File: config.mk
export PLATFORM = sky130hd
export DESIGN_NAME = aac_sequencer
export DESIGN_NICKNAME = d
export VERILOG_FILES = /design/src/design/aac_pkg.sv /design/src/design/aac_result_store.sv /design/src/design/aac_sequencer.sv
export VERILOG_INCLUDE_DIRS = /design/src /design/src/design
export SDC_FILE = /design/constraint.sdc
export NUM_CORES = 1
export LEC_CHECK = 0
export ABC_CLOCK_PERIOD_IN_PS = 4500
export BUFFER_PORTS_ARGS = -buffer_cell sky130_fd_sc_hd__buf_2
export CAP_MARGIN = 30
export CORE_MARGIN = 4
export CORE_UTILIZATION = 59
export CTS_CLUSTER_SIZE = 14
export DETAILED_ROUTE_END_ITERATION = 7
export GPL_TIMING_DRIVEN = 0
export PLACE_DENSITY = 0.92
export SYNTH_ARGS = -nofsm -noshare
export SYNTH_HDL_FRONTEND = slang
export SYNTH_SLANG_ARGS = --single-unit
File: constraint.sdc
create_clock -name clk -period 4.5 [get_ports clk]
set_input_delay 0.45 -clock clk [delete_from_list [all_inputs] [get_ports clk]]
set_output_delay 0.45 -clock clk [all_outputs]
set_load 0.01 [all_outputs]
File: src/design/aac_consts.svh
`ifndef AAC_CONSTS_SVH
`define AAC_CONSTS_SVH

// Register indices on the device control port.
`define AAC_REG_CONTROL     7'h3D
`define AAC_REG_SOURCE      7'h3E
`define AAC_REG_DATA        7'h3C

// Control register fields.
`define AAC_CTL_ENA_BIT     15
`define AAC_CTL_CVT_BIT     14
`define AAC_CTL_RATE_MSB    4
`define AAC_CTL_RATE_LSB    0
`define AAC_RATE_MANUAL     5'h00

// Source register fields.
`define AAC_SRC_SUPPLY_BIT  8
`define AAC_SRC_PIN2_BIT    1
`define AAC_SRC_PIN1_BIT    0

// Data register fields.
`define AAC_DAT_TAG_MSB     13
`define AAC_DAT_TAG_LSB     12
`define AAC_TAG_NONE        2'h0
`define AAC_TAG_PIN1        2'h1
`define AAC_TAG_PIN2        2'h2
`define AAC_TAG_SUPPLY      2'h3

// Reset values.
`define AAC_RST_16          16'h0000
`define AAC_RST_12          12'h000

// Rate timer: one rate step per period of 16 Hz; the tick fires after rate steps.
`define AAC_CLK_HZ          25000000
`define AAC_STEP_HZ         16
`define AAC_PERIOD_CYC      (`AAC_CLK_HZ / `AAC_STEP_HZ)
`define AAC_CNT_W           21

`endif

File: src/design/aac_pkg.sv
package aac_pkg;
    // Sequencer states.
    typedef enum logic [1:0] {
        AAC_IDLE = 2'b00,
        AAC_REQ  = 2'b01,
        AAC_WAIT = 2'b10
    } aac_state_t;

    // Converter input selection.
    typedef enum logic [1:0] {
        AAC_IN_NONE   = 2'b00,
        AAC_IN_PIN1   = 2'b01,
        AAC_IN_PIN2   = 2'b10,
        AAC_IN_SUPPLY = 2'b11
    } aac_input_t;
endpackage : aac_pkg

File: src/design/aac_result_store.sv
`timescale 1ns/100ps
`include "aac_consts.svh"

module aac_result_store (
    // Clock and reset.
    input  wire logic        clk,
    input  wire logic        rst_b,
    // Write side.
    input  wire logic        wr_en,
    input  wire logic [1:0]  wr_tag,
    input  wire logic [11:0] wr_data,
    // Registered read side.
    output logic      [15:0] rd_word
);
    logic [1:0]  tag_ff;
    logic [11:0] data_ff;

    // Each new result overwrites the previous one.
    always_ff @(posedge clk) begin
        if (!rst_b) begin
            tag_ff  <= `AAC_TAG_NONE;
            data_ff <= `AAC_RST_12;
        end else if (wr_en) begin
            tag_ff  <= wr_tag;
            data_ff <= wr_data;
        end
    end

    // The readable word is formed in a register.
    always_ff @(posedge clk) begin
        if (!rst_b) begin
            rd_word <= `AAC_RST_16;
        end else begin
            rd_word <= {2'h0, tag_ff, data_ff};
        end
    end
endmodule : aac_result_store

File: src/design/aac_sequencer.sv
`timescale 1ns/100ps
`include "aac_consts.svh"

module aac_sequencer
    import aac_pkg::*;
(
    // Clock and reset.
    input  wire logic                clk,
    input  wire logic                rst_b,
    // Device control port register access.
    input  wire logic                reg_wr,
    input  wire logic [6:0]          reg_addr,
    input  wire logic [15:0]         reg_wdata,
    output logic      [15:0]         reg_rdata,
    // Shared converter core.
    output logic                     conv_start,
    output aac_pkg::aac_input_t      conv_input,
    input  wire logic                conv_done,
    input  wire logic [11:0]         conv_result,
    // Touch panel requester.
    input  wire logic                touch_req,
    output logic                     touch_grant,
    // Completion event.
    output logic                     conv_event
);
    import aac_pkg::*;

    logic                 ena_ff;
    logic                 cvt_ff;
    logic [4:0]           rate_ff;
    logic                 sel_supply_ff;
    logic                 sel_pin2_ff;
    logic                 sel_pin1_ff;
    logic [`AAC_CNT_W-1:0] tmr_ff;
    logic [4:0]           step_ff;
    logic                 pend_ff;
    aac_state_t           state_ff;
    aac_state_t           nxt_state;
    aac_input_t           last_ff;
    aac_input_t           nxt_input;
    logic                 touch_busy_ff;
    logic [15:0]          data_word;
    logic                 manual;
    logic                 run_auto;
    logic                 tick;
    logic                 ctl_wr;
    logic                 src_wr;
    logic                 any_sel;

    assign manual   = (rate_ff == `AAC_RATE_MANUAL);
    assign run_auto = ena_ff && cvt_ff && !manual;
    assign ctl_wr   = reg_wr && (reg_addr == `AAC_REG_CONTROL);
    assign src_wr   = reg_wr && (reg_addr == `AAC_REG_SOURCE);
    assign any_sel  = sel_supply_ff || sel_pin2_ff || sel_pin1_ff;

    // Control register; manual conversion bit self-clears after its request.
    always_ff @(posedge clk) begin
        if (!rst_b) begin
            ena_ff  <= 1'b0;
            cvt_ff  <= 1'b0;
            rate_ff <= 5'h00;
        end else if (ctl_wr) begin
            ena_ff  <= reg_wdata[`AAC_CTL_ENA_BIT];
            cvt_ff  <= reg_wdata[`AAC_CTL_CVT_BIT];
            rate_ff <= reg_wdata[`AAC_CTL_RATE_MSB:`AAC_CTL_RATE_LSB];
        end else if (manual && cvt_ff) begin
            cvt_ff  <= 1'b0;
        end
    end

    // Source register: independent enables per input.
    always_ff @(posedge clk) begin
        if (!rst_b) begin
            sel_supply_ff <= 1'b0;
            sel_pin2_ff   <= 1'b0;
            sel_pin1_ff   <= 1'b0;
        end else if (src_wr) begin
            sel_supply_ff <= reg_wdata[`AAC_SRC_SUPPLY_BIT];
            sel_pin2_ff   <= reg_wdata[`AAC_SRC_PIN2_BIT];
            sel_pin1_ff   <= reg_wdata[`AAC_SRC_PIN1_BIT];
        end
    end

    // Rate timer: counts 16 Hz periods, fires after rate of them.
    always_ff @(posedge clk) begin
        if (!rst_b || !run_auto) begin
            tmr_ff  <= '0;
            step_ff <= 5'h00;
            tick    <= 1'b0;
        end else if (tmr_ff == `AAC_CNT_W'(`AAC_PERIOD_CYC - 1)) begin
            tmr_ff <= '0;
            if (step_ff == 5'(rate_ff - 5'h01)) begin
                step_ff <= 5'h00;
                tick    <= 1'b1;
            end else begin
                step_ff <= 5'(step_ff + 5'h01);
                tick    <= 1'b0;
            end
        end else begin
            tmr_ff <= `AAC_CNT_W'(tmr_ff + 1'b1);
            tick   <= 1'b0;
        end
    end

    // Pending trigger, set by a manual write or a timer tick.
    always_ff @(posedge clk) begin
        if (!rst_b || !ena_ff || (!cvt_ff && !manual)) begin
            pend_ff <= 1'b0;
        end else if ((manual && cvt_ff) || tick) begin
            pend_ff <= any_sel;
        end else if (state_ff == AAC_IDLE && nxt_state == AAC_REQ) begin
            // Consumed by the start, so one trigger cannot cause a second start and a waiting touch request can be granted.
            pend_ff <= 1'b0;
        end
    end

    // Next enabled input after the last one measured.
    always_comb begin
        nxt_input = AAC_IN_NONE;
        case (last_ff)
            AAC_IN_PIN1: begin
                nxt_input = sel_pin2_ff ? AAC_IN_PIN2 :
                            sel_supply_ff ? AAC_IN_SUPPLY :
                            sel_pin1_ff ? AAC_IN_PIN1 : AAC_IN_NONE;
            end
            AAC_IN_PIN2: begin
                nxt_input = sel_supply_ff ? AAC_IN_SUPPLY :
                            sel_pin1_ff ? AAC_IN_PIN1 :
                            sel_pin2_ff ? AAC_IN_PIN2 : AAC_IN_NONE;
            end
            default: begin
                nxt_input = sel_pin1_ff ? AAC_IN_PIN1 :
                            sel_pin2_ff ? AAC_IN_PIN2 :
                            sel_supply_ff ? AAC_IN_SUPPLY : AAC_IN_NONE;
            end
        endcase
    end

    // Round-robin pointer; restarts when the converter is disabled.
    always_ff @(posedge clk) begin
        if (!rst_b || !ena_ff) begin
            last_ff <= AAC_IN_SUPPLY;
        end else if (state_ff == AAC_IDLE && nxt_state == AAC_REQ) begin
            last_ff <= nxt_input;
        end
    end

    // Touch panel holds the converter from grant to its done.
    always_ff @(posedge clk) begin
        if (!rst_b) begin
            touch_busy_ff <= 1'b0;
        end else if (touch_grant) begin
            touch_busy_ff <= 1'b1;
        end else if (conv_done) begin
            touch_busy_ff <= 1'b0;
        end
    end

    // Touch wins only when no auxiliary request waits.
    assign touch_grant = touch_req && !touch_busy_ff && state_ff == AAC_IDLE
                         && !pend_ff;

    // Sequencer issues one conversion per trigger.
    always_comb begin
        nxt_state = state_ff;
        case (state_ff)
            AAC_IDLE: begin
                if (pend_ff && ena_ff && any_sel && !touch_busy_ff
                    && !((manual && cvt_ff) || tick)) begin
                    nxt_state = AAC_REQ;
                end
            end
            AAC_REQ: begin
                nxt_state = AAC_WAIT;
            end
            AAC_WAIT: begin
                if (conv_done) begin
                    nxt_state = AAC_IDLE;
                end
            end
            default: begin
                nxt_state = AAC_IDLE;
            end
        endcase
    end

    // State register.
    always_ff @(posedge clk) begin
        if (!rst_b) begin
            state_ff <= AAC_IDLE;
        end else begin
            state_ff <= nxt_state;
        end
    end

    // One start pulse and the input it measures.
    always_ff @(posedge clk) begin
        if (!rst_b) begin
            conv_start <= 1'b0;
            conv_input <= AAC_IN_NONE;
        end else begin
            conv_start <= (state_ff == AAC_IDLE && nxt_state == AAC_REQ);
            if (state_ff == AAC_IDLE && nxt_state == AAC_REQ) begin
                conv_input <= nxt_input;
            end
        end
    end

    // Completion event for each auxiliary conversion.
    always_ff @(posedge clk) begin
        if (!rst_b) begin
            conv_event <= 1'b0;
        end else begin
            conv_event <= (state_ff == AAC_WAIT) && conv_done;
        end
    end

    // Twelve-bit result store with its source tag.
    aac_result_store u_store (
        .clk     (clk),
        .rst_b   (rst_b),
        .wr_en   ((state_ff == AAC_WAIT) && conv_done),
        .wr_tag  (conv_input),
        .wr_data (conv_result),
        .rd_word (data_word)
    );

    // Register read mux; unmapped indices read zero.
    always_ff @(posedge clk) begin
        if (!rst_b) begin
            reg_rdata <= `AAC_RST_16;
        end else begin
            case (reg_addr)
                `AAC_REG_CONTROL: reg_rdata <= {ena_ff, cvt_ff, 9'h000, rate_ff};
                `AAC_REG_SOURCE:  reg_rdata <= {7'h00, sel_supply_ff, 6'h00,
                                                sel_pin2_ff, sel_pin1_ff};
                `AAC_REG_DATA:    reg_rdata <= data_word;
                default:          reg_rdata <= `AAC_RST_16;
            endcase
        end
    end

    // Disabled converter never starts a conversion.
    no_conv_off_a: assert property (@(posedge clk) disable iff (!rst_b)
        !ena_ff |-> ##1 !conv_start) else $error("start while disabled");

    // Manual bit reads zero one cycle after it was set.
    manual_clear_a: assert property (@(posedge clk) disable iff (!rst_b)
        (manual && cvt_ff && !ctl_wr) |=> !cvt_ff) else $error("cvt not cleared");

    // Start is a single pulse.
    one_start_a: assert property (@(posedge clk) disable iff (!rst_b)
        conv_start |=> !conv_start) else $error("burst start");

    // Started input is never the none selection.
    input_sel_a: assert property (@(posedge clk) disable iff (!rst_b)
        conv_start |-> conv_input != AAC_IN_NONE) else $error("bad input");

    // Event follows a done in wait by one cycle.
    done_event_a: assert property (@(posedge clk) disable iff (!rst_b)
        (state_ff == AAC_WAIT && conv_done) |=> conv_event) else $error("no event");

    // Grants never overlap an auxiliary conversion.
    grant_excl_a: assert property (@(posedge clk) disable iff (!rst_b)
        touch_grant |-> state_ff == AAC_IDLE) else $error("grant overlap");

    // Disabling auto mode stops the timer.
    timer_stop_a: assert property (@(posedge clk) disable iff (!rst_b)
        !run_auto |=> tmr_ff == '0 && !tick) else $error("timer runs");

    // Tag is captured with the result.
    tag_store_a: assert property (@(posedge clk) disable iff (!rst_b)
        (state_ff == AAC_WAIT && conv_done) |-> ##2
        data_word[13:12] == $past(conv_input, 2)) else $error("tag");
endmodule : aac_sequencer

==> results.md, run 1 <==
- DRT iter0 DRCs: 228
- Util after Layout: 0.719
- Cts bufs inserted: 9
- # rows: 27
- Max stage delay on crit path: 0.45 ns
- Vias in the first global route: 2679
- Clock share of power: 0.415
- Pleak: 1.67 nW
- Post-route minimum period: 2.07 ns
- Drt wl/cell: 15.1 um
- Crit path from: rate_ff[0]
- CP most frequent cell: a21oi_1
- TritonRoute pass-1 iters: 4
- Latest clock arrival within the worst-skew pair: 0.37 ns
- # port buffers: 50
- Post_cts resized: 0
- RSZ-0062 raised after global routing: no
- Nets: 456
- DRC viols: 0
- Net Sw Frac: 0.238
- Wirelength, routed: 7370 um
- I/O pin count: 61
- Share of cells above drive strength 1: 0.200
- Yosys reg bits: 91
- CP max FO: 9
- Die H: 84.8 um
- Netlist cell types: 42
- Comb pwr share: 0.022
- Final hold slack: 0.298 ns
- RR Startpoint: rate_ff[0]
- H-tree levels: 3
- Status: finished clean
- Endpoints failing setup: 0
- Reg2reg setup slack: 2.43 ns
- Cell family with most CP delay: compound AO/OA/AOI/OAI gates
- Largest net degree at the start of global routing: 19
- Clk sink count: 91
- Initial Utilization: 0.620
- Critical-path top delay cell: dfxtp_1
- Synth Area per Inst: 9.97 um2
- First-pass GRT wire length: 12400 um
- NetSw: 0.000341 W
- Worst setup EP type: register
- Setup Crit Path Kind: reg2reg
- Pint: 0.00109 W
- Seq/Total Area, Yosys: 0.524
- Die Span X: 84.8 um
- Vias post-DR: 2652
- Power share of the sequential group: 0.563
- Final TNS setup: 0 ns
- Congestion Overflow GR: 0
- Core ar.: 0.00561 mm2
- EDFF count, synth: 0
- Async set-reset flop share out of synthesis: 0
- Root Driver: clkbuf_8
- Worst EP required: 4.80 ns
- Vias per std cell: 5.45
- Final slew viol count: 0
- End point of the critical path: conv_input[1]
- Biggest area consumer among synthesized cells: dfxtp_1
- WP data arrival: 2.37 ns
- Max_slew headroom: 0.518
- Most used DFF post-synth: dfxtp_1
- Die area: 0.00719 mm2
- Final HPWL DP: 5240 um
- Post-CTS Setup Bufs: 0
- Tcrit/Tclk final: 0.460
- Critical path buffer and inverter count: 1
- Pwr dens: 355 mW/mm2
- WP depth: 7
- Area grow syn2layout: 15.9%
- Worst-Margin Slew: 0.717 ns
- Post-synthesis instance total: 349
- CTS Hold Bufs: 0
- Initial antenna violation count: 0
- Total GRT Usage: 0.218
- CTS tree: built
- Synth top area share: 0.524
- R2R depth: 7
- Max Root-Sink Buffers: 2
- Fillers: 419
- Antenna diodes: 0
- Reg clk slew, reported paths: 0.10 ns
- Post-DRT Antenna Nets: 0
- Max cap viols: 0
- Mapped Area: 0.00348 mm2
- Mapped Nets: 395
- CP startpoint kind: register
- Critical path, cell by cell: inv_1, ha_1, nor4b_2, a21oi_1, nand4_2, a211o_1, a21oi_1
- Skew final: 0.0112 ns
- GP Congestion: 0.815
- Synth area leaders: dfxtp_1 (52%), nor2_1 (5.5%), mux2i_1 (4.9%)
- Fin. Hold Viols: 0
- FMAX: 483 MHz
- Hold Path Class: in2reg
- Critical R2R Capture: conv_input[1]
- Warnings from Yosys: 0
- Maximum VDD drop: 299 uV
## worst min path at each step
stage               depth (start not counted)  slack (ns)                 end                 from
finish                                      2        0.30  u_store.data_ff[0]       conv_result[0]
detailed placement                          1        0.41        reg_rdata[7]   u_store.rd_word[7]
CTS                                         2        0.30  u_store.data_ff[0]       conv_result[0]
global placement                            1        0.41        reg_rdata[7]   u_store.rd_word[7]
floorplan                                   1        0.41       reg_rdata[10]  u_store.rd_word[10]
global route                                2        0.29  u_store.data_ff[0]       conv_result[0]
## power by group through the flow
| stage | Combinational (W) | Clock [W] | Sequential (W) |
|---|---|---|---|
| after floorplan | 0.0000124 | 0 | 0.000825 |
| after global placement | 0.0000303 | 0 | 0.000825 |
| after detailed placement | 0.0000312 | 0 | 0.000825 |
| after CTS | 0.0000314 | 0.000594 | 0.000806 |
| after global routing | 0.0000346 | 0.000634 | 0.000807 |
| final | 0.0000316 | 0.000595 | 0.000806 |
## cell usage in the layout (no fill, tap or decap), types with 5 or more instances in the layout
cell type	Yosys	final
buf_2	3	53
dfxtp_1	91	91
xnor2_1	12	12
nand4_1	8	8
nor3_1	9	9
ha_1	6	6
nor2_1	51	51
xor2_1	15	15
clkbuf_1	5	5
and2_1	23	23
clkbuf_8	0	9
a21oi_1	8	8
nand2_1	18	18
inv_1	9	9
nand3_1	17	17
mux2i_1	17	17
o22a_1	14	14
## flip-flops by register name, indices dropped and copies added, names as in the netlist, 2 cells and up
register and cells:
conv_input 2, last_ff 2, rate_ff 5, reg_rdata 16, state_ff 2, step_ff 5, tmr_ff 21, u_store.data_ff 12
u_store.rd_word 14, u_store.tag_ff 2
## stage by stage
stage	total power, W	setup slack, ns	area (um2)	std cells
2_1_floorplan	0.000837	2.80	3480	349
3_3_place_gp	0.000855	2.34	3820	471
3_5_place_dp	0.000856	2.25	3820	471
4_1_cts	0.00143	2.43	4030	487
5_1_grt	0.00148	2.24	4030	487
6_report	0.00143	2.43	4030	487
## worst reg2reg max path, stage by stage, from the launching register on
cell and delay [ns]:
dfxtp_1 0.45, inv_1 0.11, ha_1 0.21, nor4b_2 0.18
a21oi_1 0.30, nand4_2 0.27, a211o_1 0.34, a21oi_1 0.16
## cell families after synthesis
logic type / Yosys count / synth area share
DFF: 91 / 0.524
xor gates and xnor gates: 27 / 0.0680
adders and majority gates: 6 / 0.0216
AOI/OAI and AO/OA: 32 / 0.0680
muxes: 17 / 0.0489
buffers and inverters: 19 / 0.0237
and+or+nand+nor: 157 / 0.246
## metal layers
metal / vias to the layer above / GRT usage / wire length (um)
met5: - / 0 / 0
met4: 0 / 0.114 / 243
met3: 22 / 0.0500 / 363
met2: 75 / 0.370 / 3700
met1: 1238 / 0.255 / 3060
li1: 1317 / - / -
## synthesized netlist by cell type, types with 8 or more instances
master and n:
dfxtp_1 91, nor2_1 51, and2_1 23, nand2_1 18, mux2i_1 17, nand3_1 17, xor2_1 15, o22a_1 14
xnor2_1 12, inv_1 9, nor3_1 9, a21oi_1 8, nand4_1 8
## cell type report
type	count	area, um2	area share
multi-input combinational	239	1570	0.390
clock inverter	7	88.8	0.0220
inverter	9	33.8	0.00838
tap	72	90.1	0.0223
clock buffer	9	124	0.0307
sequential	91	1820	0.452
timing repair buffer	50	250	0.0621
buffer	10	48.8	0.0121
(Power assumes the default switching activity.)
==> run 2, diff against run 1 <==
--- a/config.mk
+++ b/config.mk
@@ -6,15 +6,15 @@
 export SDC_FILE = /design/constraint.sdc
 export NUM_CORES = 1
 export LEC_CHECK = 0
-export ABC_CLOCK_PERIOD_IN_PS = 4500
+export ABC_CLOCK_PERIOD_IN_PS = 2100
 export BUFFER_PORTS_ARGS = -buffer_cell sky130_fd_sc_hd__buf_2
 export CAP_MARGIN = 30
 export CORE_MARGIN = 4
-export CORE_UTILIZATION = 59
+export CORE_UTILIZATION = 55
 export CTS_CLUSTER_SIZE = 14
 export DETAILED_ROUTE_END_ITERATION = 7
 export GPL_TIMING_DRIVEN = 0
-export PLACE_DENSITY = 0.92
+export PLACE_DENSITY = 0.88
 export SYNTH_ARGS = -nofsm -noshare
 export SYNTH_HDL_FRONTEND = slang
 export SYNTH_SLANG_ARGS = --single-unit
==> constraint.sdc (replaced) <==
create_clock -name clk -period 2.1 [get_ports clk]
set_input_delay 0.21 -clock clk [delete_from_list [all_inputs] [get_ports clk]]
set_output_delay 0.21 -clock clk [all_outputs]
set_load 0.01 [all_outputs]
==> run 2 against run 1 <==
  * Clock skew shrank 0.0010 ns
  * Flip-flop and latch count unchanged
  * First-iteration DRC count fell by 22%
  * Sequential power increased by 110%
  * Highest routed layer unchanged
  * Wire length down 2.2%
  * Setup slack lost 2.3 ns
  * Critical path depth up 1
  * Worst hold slack worse by 0.23 ns
  * Final cell count rose by 1.2%
  * Utilization is 4.9 points lower
  * Total power increased by 100%
  * Cell area is 0.19% higher
  * Critical endpoint is now tmr_ff[2]
==> results.md, run 2 (synthesized netlist as in run 1, its figures left out) <==
- CP max FO: 10 (+1)
- Reg clk slew, reported paths: 0.09 ns (about the same)
- Post-DRT Antenna Nets: 0 (unchanged)
- Endpoints failing setup: 0 (unchanged)
- CP startpoint kind: register
- Wirelength, routed: 7210 um (-2.2%)
- CTS tree: built
- Maximum VDD drop: 570 uV (+91%)
- Max cap viols: 0 (unchanged)
- Max_slew headroom: 0.459 (-0.0594)
- Fillers: 462 (+10%)
- Skew final: 0.0102 ns (-0.00103 ns)
- Status: finished clean
- Top flop regs: tmr_ff (21), reg_rdata (16), u_store.rd_word (14)
- GP Congestion: 0.821 (+0.74%)
- Most common library cell in the layout ignoring fill and taps: dfxtp_1
- Vias per std cell: 5.47 (+0.53%)
- Setup Crit Path Kind: reg2reg
- R2R depth: 8 (+1)
- Vias in the first global route: 2651 (-1.0%)
- TritonRoute pass-1 iters: 4 (unchanged)
- Hold Path Class: in2reg
- Fin. Hold Viols: 0 (unchanged)
- Drt wl/cell: 14.6 um (-3.4%)
- DRT iter0 DRCs: 177 (-22%)
- Util after Layout: 0.670 (-0.0486)
- # port buffers: 50 (unchanged)
- Final Instance Area: 0.00404 mm2 (+0.19%)
- Tot Pwr: 0.00291 W (+100%)
- WP data arrival: 2.22 ns (-0.15 ns)
- Congestion Overflow GR: 0 (unchanged)
- Commonest cells after routing, fill and taps aside: dfxtp_1 (91), buf_2 (53), nor2_1 (51), and2_1 (23), nand2_1 (18)
- Initial Utilization: 0.577 (-0.0430)
- Worst setup EP type: register
- H-tree levels: 3 (unchanged)
- Tcrit/Tclk final: 0.918 (+0.458)
- Pleak: 1.67 nW (+0.14%)
- Most flops, register: tmr_ff
- Largest net degree at the start of global routing: 17 (-2)
- Final TNS setup: 0 ns (unchanged)
- Die area: 0.00766 mm2 (+6.6%)
- First-pass GRT wire length: 12000 um (-2.9%)
- # rows: 28 (+3.7%)
- RSZ-0062 raised after global routing: no
- Initial antenna violation count: 0 (unchanged)
- Die Span X: 87.5 um (+3.2%)
- Antenna diodes: 0 (unchanged)
- DP Area: 0.00382 mm2 (about the same)
- Largest register FFs: 21 (unchanged)
- Worst EP required: 2.39 ns (-2.41 ns)
- Max Root-Sink Buffers: 2 (unchanged)
- Cts bufs inserted: 9 (unchanged)
- Total GRT Usage: 0.203 (-0.0151)
- Latest clock arrival within the worst-skew pair: 0.36 ns (about the same)
- Final HPWL DP: 5090 um (-2.9%)
- Die H: 87.5 um (+3.2%)
- DRC viols: 0 (unchanged)
- Core ar.: 0.00603 mm2 (+7.5%)
- Vias post-DR: 2699 (+1.8%)
- Clk sink count: 91 (unchanged)
- Final slew viol count: 0 (unchanged)
- FMAX: 519 MHz (+7.4%)
- I/O pin count: 61 (unchanged)
- Share of cells above drive strength 1: 0.208 (+0.00813)
- Worst-Margin Slew: 0.806 ns (+0.0883 ns)
- Pwr dens: 721 mW/mm2 (+100%)
- Root Driver: clkbuf_8
- Post-route minimum period: 1.93 ns (-0.144 ns)
- Nets: 459 (+0.66%)
- Worst hold path cell count: 2 (unchanged)
- Area grow syn2layout: 16.1%
==> run 2: cell count changes in the layout (fill, tap and decap cells not counted) <==
cell	change
inv_6	+1
bufinv_16	-1
a21oi_2	+1
buf_4	+3
nand3_2	+1
a21oi_1	-1
clkbuf_8	+1
inv_8	-3
nand3_1	-1
clkbuf_1	+1
clkinv_4	+2
clkinvlp_4	-1
==> run 2: cell type report <==
type	count	area (um2)	area share
sequential	91	1820	0.451
multi-input combinational	239	1580	0.392
timing repair buffer	53	273	0.0675
clock buffer	11	141	0.0350
tap	75	93.8	0.0232
buffer	10	48.8	0.0121
clock inverter	5	43.8	0.0108
inverter	9	33.8	0.00836
==> run 2: repair_timing <==
item                                    CTS  global route
resized for setup                         0             2
setup buffers                             0             3
endpoints found under the setup margin    0            23
hold buffers                              0             0
==> run 2: critical path, stage by stage (launching register included) <==
cell and delay [ns]:
dfxtp_1 0.42, inv_1 0.09, ha_1 0.20, nor4b_2 0.18
nor2b_1 0.19, nand3_2 0.16, or2_1 0.31, buf_4 0.18
nor2_1 0.13
==> run 2: through the flow <==
stage                     setup slack (ns)  std cells  hold slack (ns)
after floorplan                      0.396        349            0.351
after global placement               0.147        474            0.409
after detailed placement            0.0839        474            0.412
after CTS                           0.0830        490           0.0592
after global routing                0.0183        493           0.0590
final                                0.172        493           0.0715
==> run 2: routing by layer <==
layer	GRT usage	wire, um	vias up
li1	-	-	1328
met1	0.252	3250	1292
met2	0.327	3440	64
met3	0.0539	365	15
met4	0.0962	155	0
met5	0	0	-
==> run 2: power by group <==
part | internal [W] | switching [W] | leakage (nW)
clock | 0.000480 | 0.000637 | 0.0949
combinational | 0.0000304 | 0.0000366 | 0.841
sequential | 0.00173 | 0.00000170 | 0.733
total | 0.00224 | 0.000675 | 1.67
==> run 2: final timing paths <==
kind / slack, ns / to / startpoint
setup reg to reg: 0.17 / tmr_ff[2] / rate_ff[0]
setup / recovery: 0.17 / tmr_ff[2] / rate_ff[0]
hold reg to reg: 0.43 / reg_rdata[11] / u_store.rd_word[11]
hold / removal: 0.07 / u_store.data_ff[9] / conv_result[9]
==> run 3, diff against run 2 <==
--- a/config.mk
+++ b/config.mk
@@ -6,11 +6,12 @@
 export SDC_FILE = /design/constraint.sdc
 export NUM_CORES = 1
 export LEC_CHECK = 0
-export ABC_CLOCK_PERIOD_IN_PS = 2100
+export ABC_AREA = 1
 export BUFFER_PORTS_ARGS = -buffer_cell sky130_fd_sc_hd__buf_2
 export CAP_MARGIN = 30
 export CORE_MARGIN = 4
-export CORE_UTILIZATION = 55
+export CORE_UTILIZATION = 56
+export CTS_CLUSTER_DIAMETER = 150
 export CTS_CLUSTER_SIZE = 14
 export DETAILED_ROUTE_END_ITERATION = 7
 export GPL_TIMING_DRIVEN = 0
==> run 3 against run 2 <==
  * Final cell count is 41% higher
  * Critical path type unchanged
  * Clock skew shrank 0.0028 ns
  * Area after synthesis up 14%
  * Clock power increased by 18%
  * Synthesized cell count grew 52%
  * Critical path depth is 4 higher
  * Wire length is 21% higher
  * Non-clock buffer count is 1 lower
==> results.md, run 3 <==
- Cts bufs inserted: 9 (unchanged)
- Latest clock arrival within the worst-skew pair: 0.36 ns (about the same)
- Top cells by count, synth: nand2_1 (125), dfxtp_1 (91), inv_1 (77)
- TritonRoute pass-1 iters: 5 (+1)
- Worst-Margin Slew: 0.507 ns (-0.299 ns)
- Final HPWL DP: 6590 um (+29%)
- Drt wl/cell: 12.6 um (-14%)
- Tcrit/Tclk final: 0.883 (-0.0347)
- CP most frequent cell: nand2_1
- Synth area leaders: dfxtp_1 (46%), nand2_1 (12%), inv_1 (7.3%)
- Worst setup margin: 0.245 ns (+0.0728 ns)
- Most used DFF post-synth: dfxtp_1
- Congestion Overflow GR: 0 (unchanged)
- FMAX: 539 MHz (+3.9%)
- Mapped Area: 0.00397 mm2 (+14%)
- Antenna diodes: 0 (unchanged)
- Initial antenna violation count: 0 (unchanged)
- Max Root-Sink Buffers: 2 (unchanged)
- DRC viols: 0 (unchanged)
- CTS tree: built
- Final TNS setup: 0 ns (unchanged)
- Setup Crit Path Kind: reg2reg
- Mapped Nets: 578 (+46%)
- Maximum VDD drop: 416 uV (-27%)
- # rows: 30 (+7.1%)
- Vias post-DR: 3589 (+33%)
- Worst setup EP type: register
- RSZ-0062 raised after global routing: no
- Post-DRT Antenna Nets: 0 (unchanged)
- Worst EP required: 2.36 ns (-0.03 ns)
- Largest register FFs: 21 (unchanged)
- Skew final: 0.00733 ns (-0.00284 ns)
- Root Driver: clkbuf_8
- CP startpoint kind: register
- Reg clk slew, reported paths: 0.09 ns (about the same)
- Worst slack at placement: 0.405 ns (+0.321 ns)
- Warnings from Yosys: 0 (unchanged)
- Seq/Total Area, Yosys: 0.459 (-0.0650)
- Vias per std cell: 5.16 (-5.7%)
- GP Congestion: 0.904 (+10%)
- Largest net degree at the start of global routing: 17 (unchanged)
- Netlist cell types: 37 (-12%)
- Die area: 0.00850 mm2 (+11%)
- Nets: 640 (+39%)
- Commonest cells after routing, fill and taps aside: nand2_1 (125), dfxtp_1 (91), inv_1 (77), nor2_1 (58), buf_2 (51)
- Synth top area share: 0.459 (-0.0650)
- EDFF count, synth: 0 (unchanged)
- Most frequent cell after synthesis: nand2_1
- Vias in the first global route: 3399 (+28%)
- CP max FO: 6 (-4)
- # port buffers: 51 (+2.0%)
- Hold Path Class: in2reg
- Die H: 92.2 um (+5.4%)
- Most common library cell in the layout ignoring fill and taps: nand2_1
- Wirelength, routed: 8750 um (+21%)
- Yosys reg bits: 91 (unchanged)
- WP data arrival: 2.12 ns (-0.10 ns)
- Die Span X: 92.2 um (+5.4%)
- Post-route minimum period: 1.86 ns (-0.0728 ns)
- Fin. Hold Viols: 0 (unchanged)
- Endpoints failing setup: 0 (unchanged)
- Core ar.: 0.00683 mm2 (+13%)
- Max cap viols: 0 (unchanged)
- CTS Hold Bufs: 0 (unchanged)
- Synth Area per Inst: 7.46 um2 (-25%)
- I/O pin count: 61 (unchanged)
- Post-synthesis instance total: 532 (+52%)
- Reg2reg setup slack: 0.24 ns (+0.07 ns)
- Share of cells above drive strength 1: 0.175 (-0.0328)
- Util after Layout: 0.669 (-0.00159)
- Area grow syn2layout: 15.0%
- Pwr dens: 684 mW/mm2 (-5.1%)
- Top flop regs: tmr_ff (21), reg_rdata (16), u_store.rd_word (14)
- Critical path, cell by cell: inv_1, ha_1, nand2_1, inv_1, nor2_1, nand2_1, nor2_1, nand2_1, nor2_1, inv_1, nand3_1, nand2_1
- Async set-reset flop share out of synthesis: 0 (unchanged)
- Most flops, register: tmr_ff
- DRT iter0 DRCs: 298 (+68%)
- Max_slew headroom: 0.662 (+0.203)
- Critical-path top delay cell: ha_1
- Pleak: 2.04 nW (+22%)
- Final slew viol count: 0 (unchanged)
- Biggest area consumer among synthesized cells: dfxtp_1
- Max stage delay on crit path: 0.36 ns (-0.06 ns)
- H-tree levels: 3 (unchanged)
- Post_cts resized: 0 (unchanged)
- Status: finished clean
- Post-CTS Setup Bufs: 0 (unchanged)
- Total GRT Usage: 0.218 (+0.0148)
- First-pass GRT wire length: 14800 um (+23%)
- Initial Utilization: 0.581 (+0.00408)
- Clk sink count: 91 (unchanged)
## run 3: path summary, 6_finish.rpt
kind / from / to / cells past startpoint
setup / recovery: rate_ff[0] / step_ff[1] / 12
hold / removal: reg_wdata[15] / ena_ff / 3
setup reg to reg: rate_ff[0] / step_ff[1] / 12
hold reg to reg: u_store.rd_word[10] / reg_rdata[10] / 2
## run 3: cells by family (layout without fill, tap and decap cells)
kind of cell    after synthesis  in the layout  synth area share
buf+inv                      91            158            0.0926
fa+ha+maj                     6              6            0.0189
xor+xnor                      6              6            0.0132
flops                        91             91             0.459
simple gates                268            268             0.320
compound gates               70             70            0.0964
## run 3: cell type report
type | count | area [um2]
inverters | 80 | 300
clock inverters | 6 | 93.8
plain buffers | 11 | 67.6
flip-flops and latches | 91 | 1820
fillers | 585 | 2260
well taps | 96 | 120
multi-input cells | 350 | 1780
clock buffers | 10 | 128
repair buffers | 51 | 255
## run 3: stage by stage
stage / std cells / hold WS, ns / power [W] / cell area (um2)
after detailed placement: 679 / 0.410 / 0.00185 / 4350
after global placement: 679 / 0.405 / 0.00185 / 4350
final: 695 / 0.0699 / 0.00312 / 4570
after floorplan: 532 / 0.345 / 0.00180 / 3970
after global routing: 695 / 0.0867 / 0.00324 / 4570
after CTS: 695 / 0.0615 / 0.00314 / 4570
## run 3: layer usage
metal	global-route usage	vias up	wire, um
met3	0.0484	23	600
met2	0.364	138	4120
met1	0.267	1621	3790
li1	-	1807	-
met5	0	-	0
met4	0.0978	0	238
## run 3: worst max-delay path: cells and delay by family (launching register included)
kind	cells	cell delay [ns]
buffers and inverters	3	0.27
adders and majority gates	1	0.36
and+or+nand+nor	8	0.78
DFF	1	0.34
## run 3: report_power, final
part,internal (W),switching (W),leakage [nW]
clock,0.000683,0.000632,0.108
combinational,0.0000321,0.0000485,1.20
sequential,0.00173,0.00000216,0.733
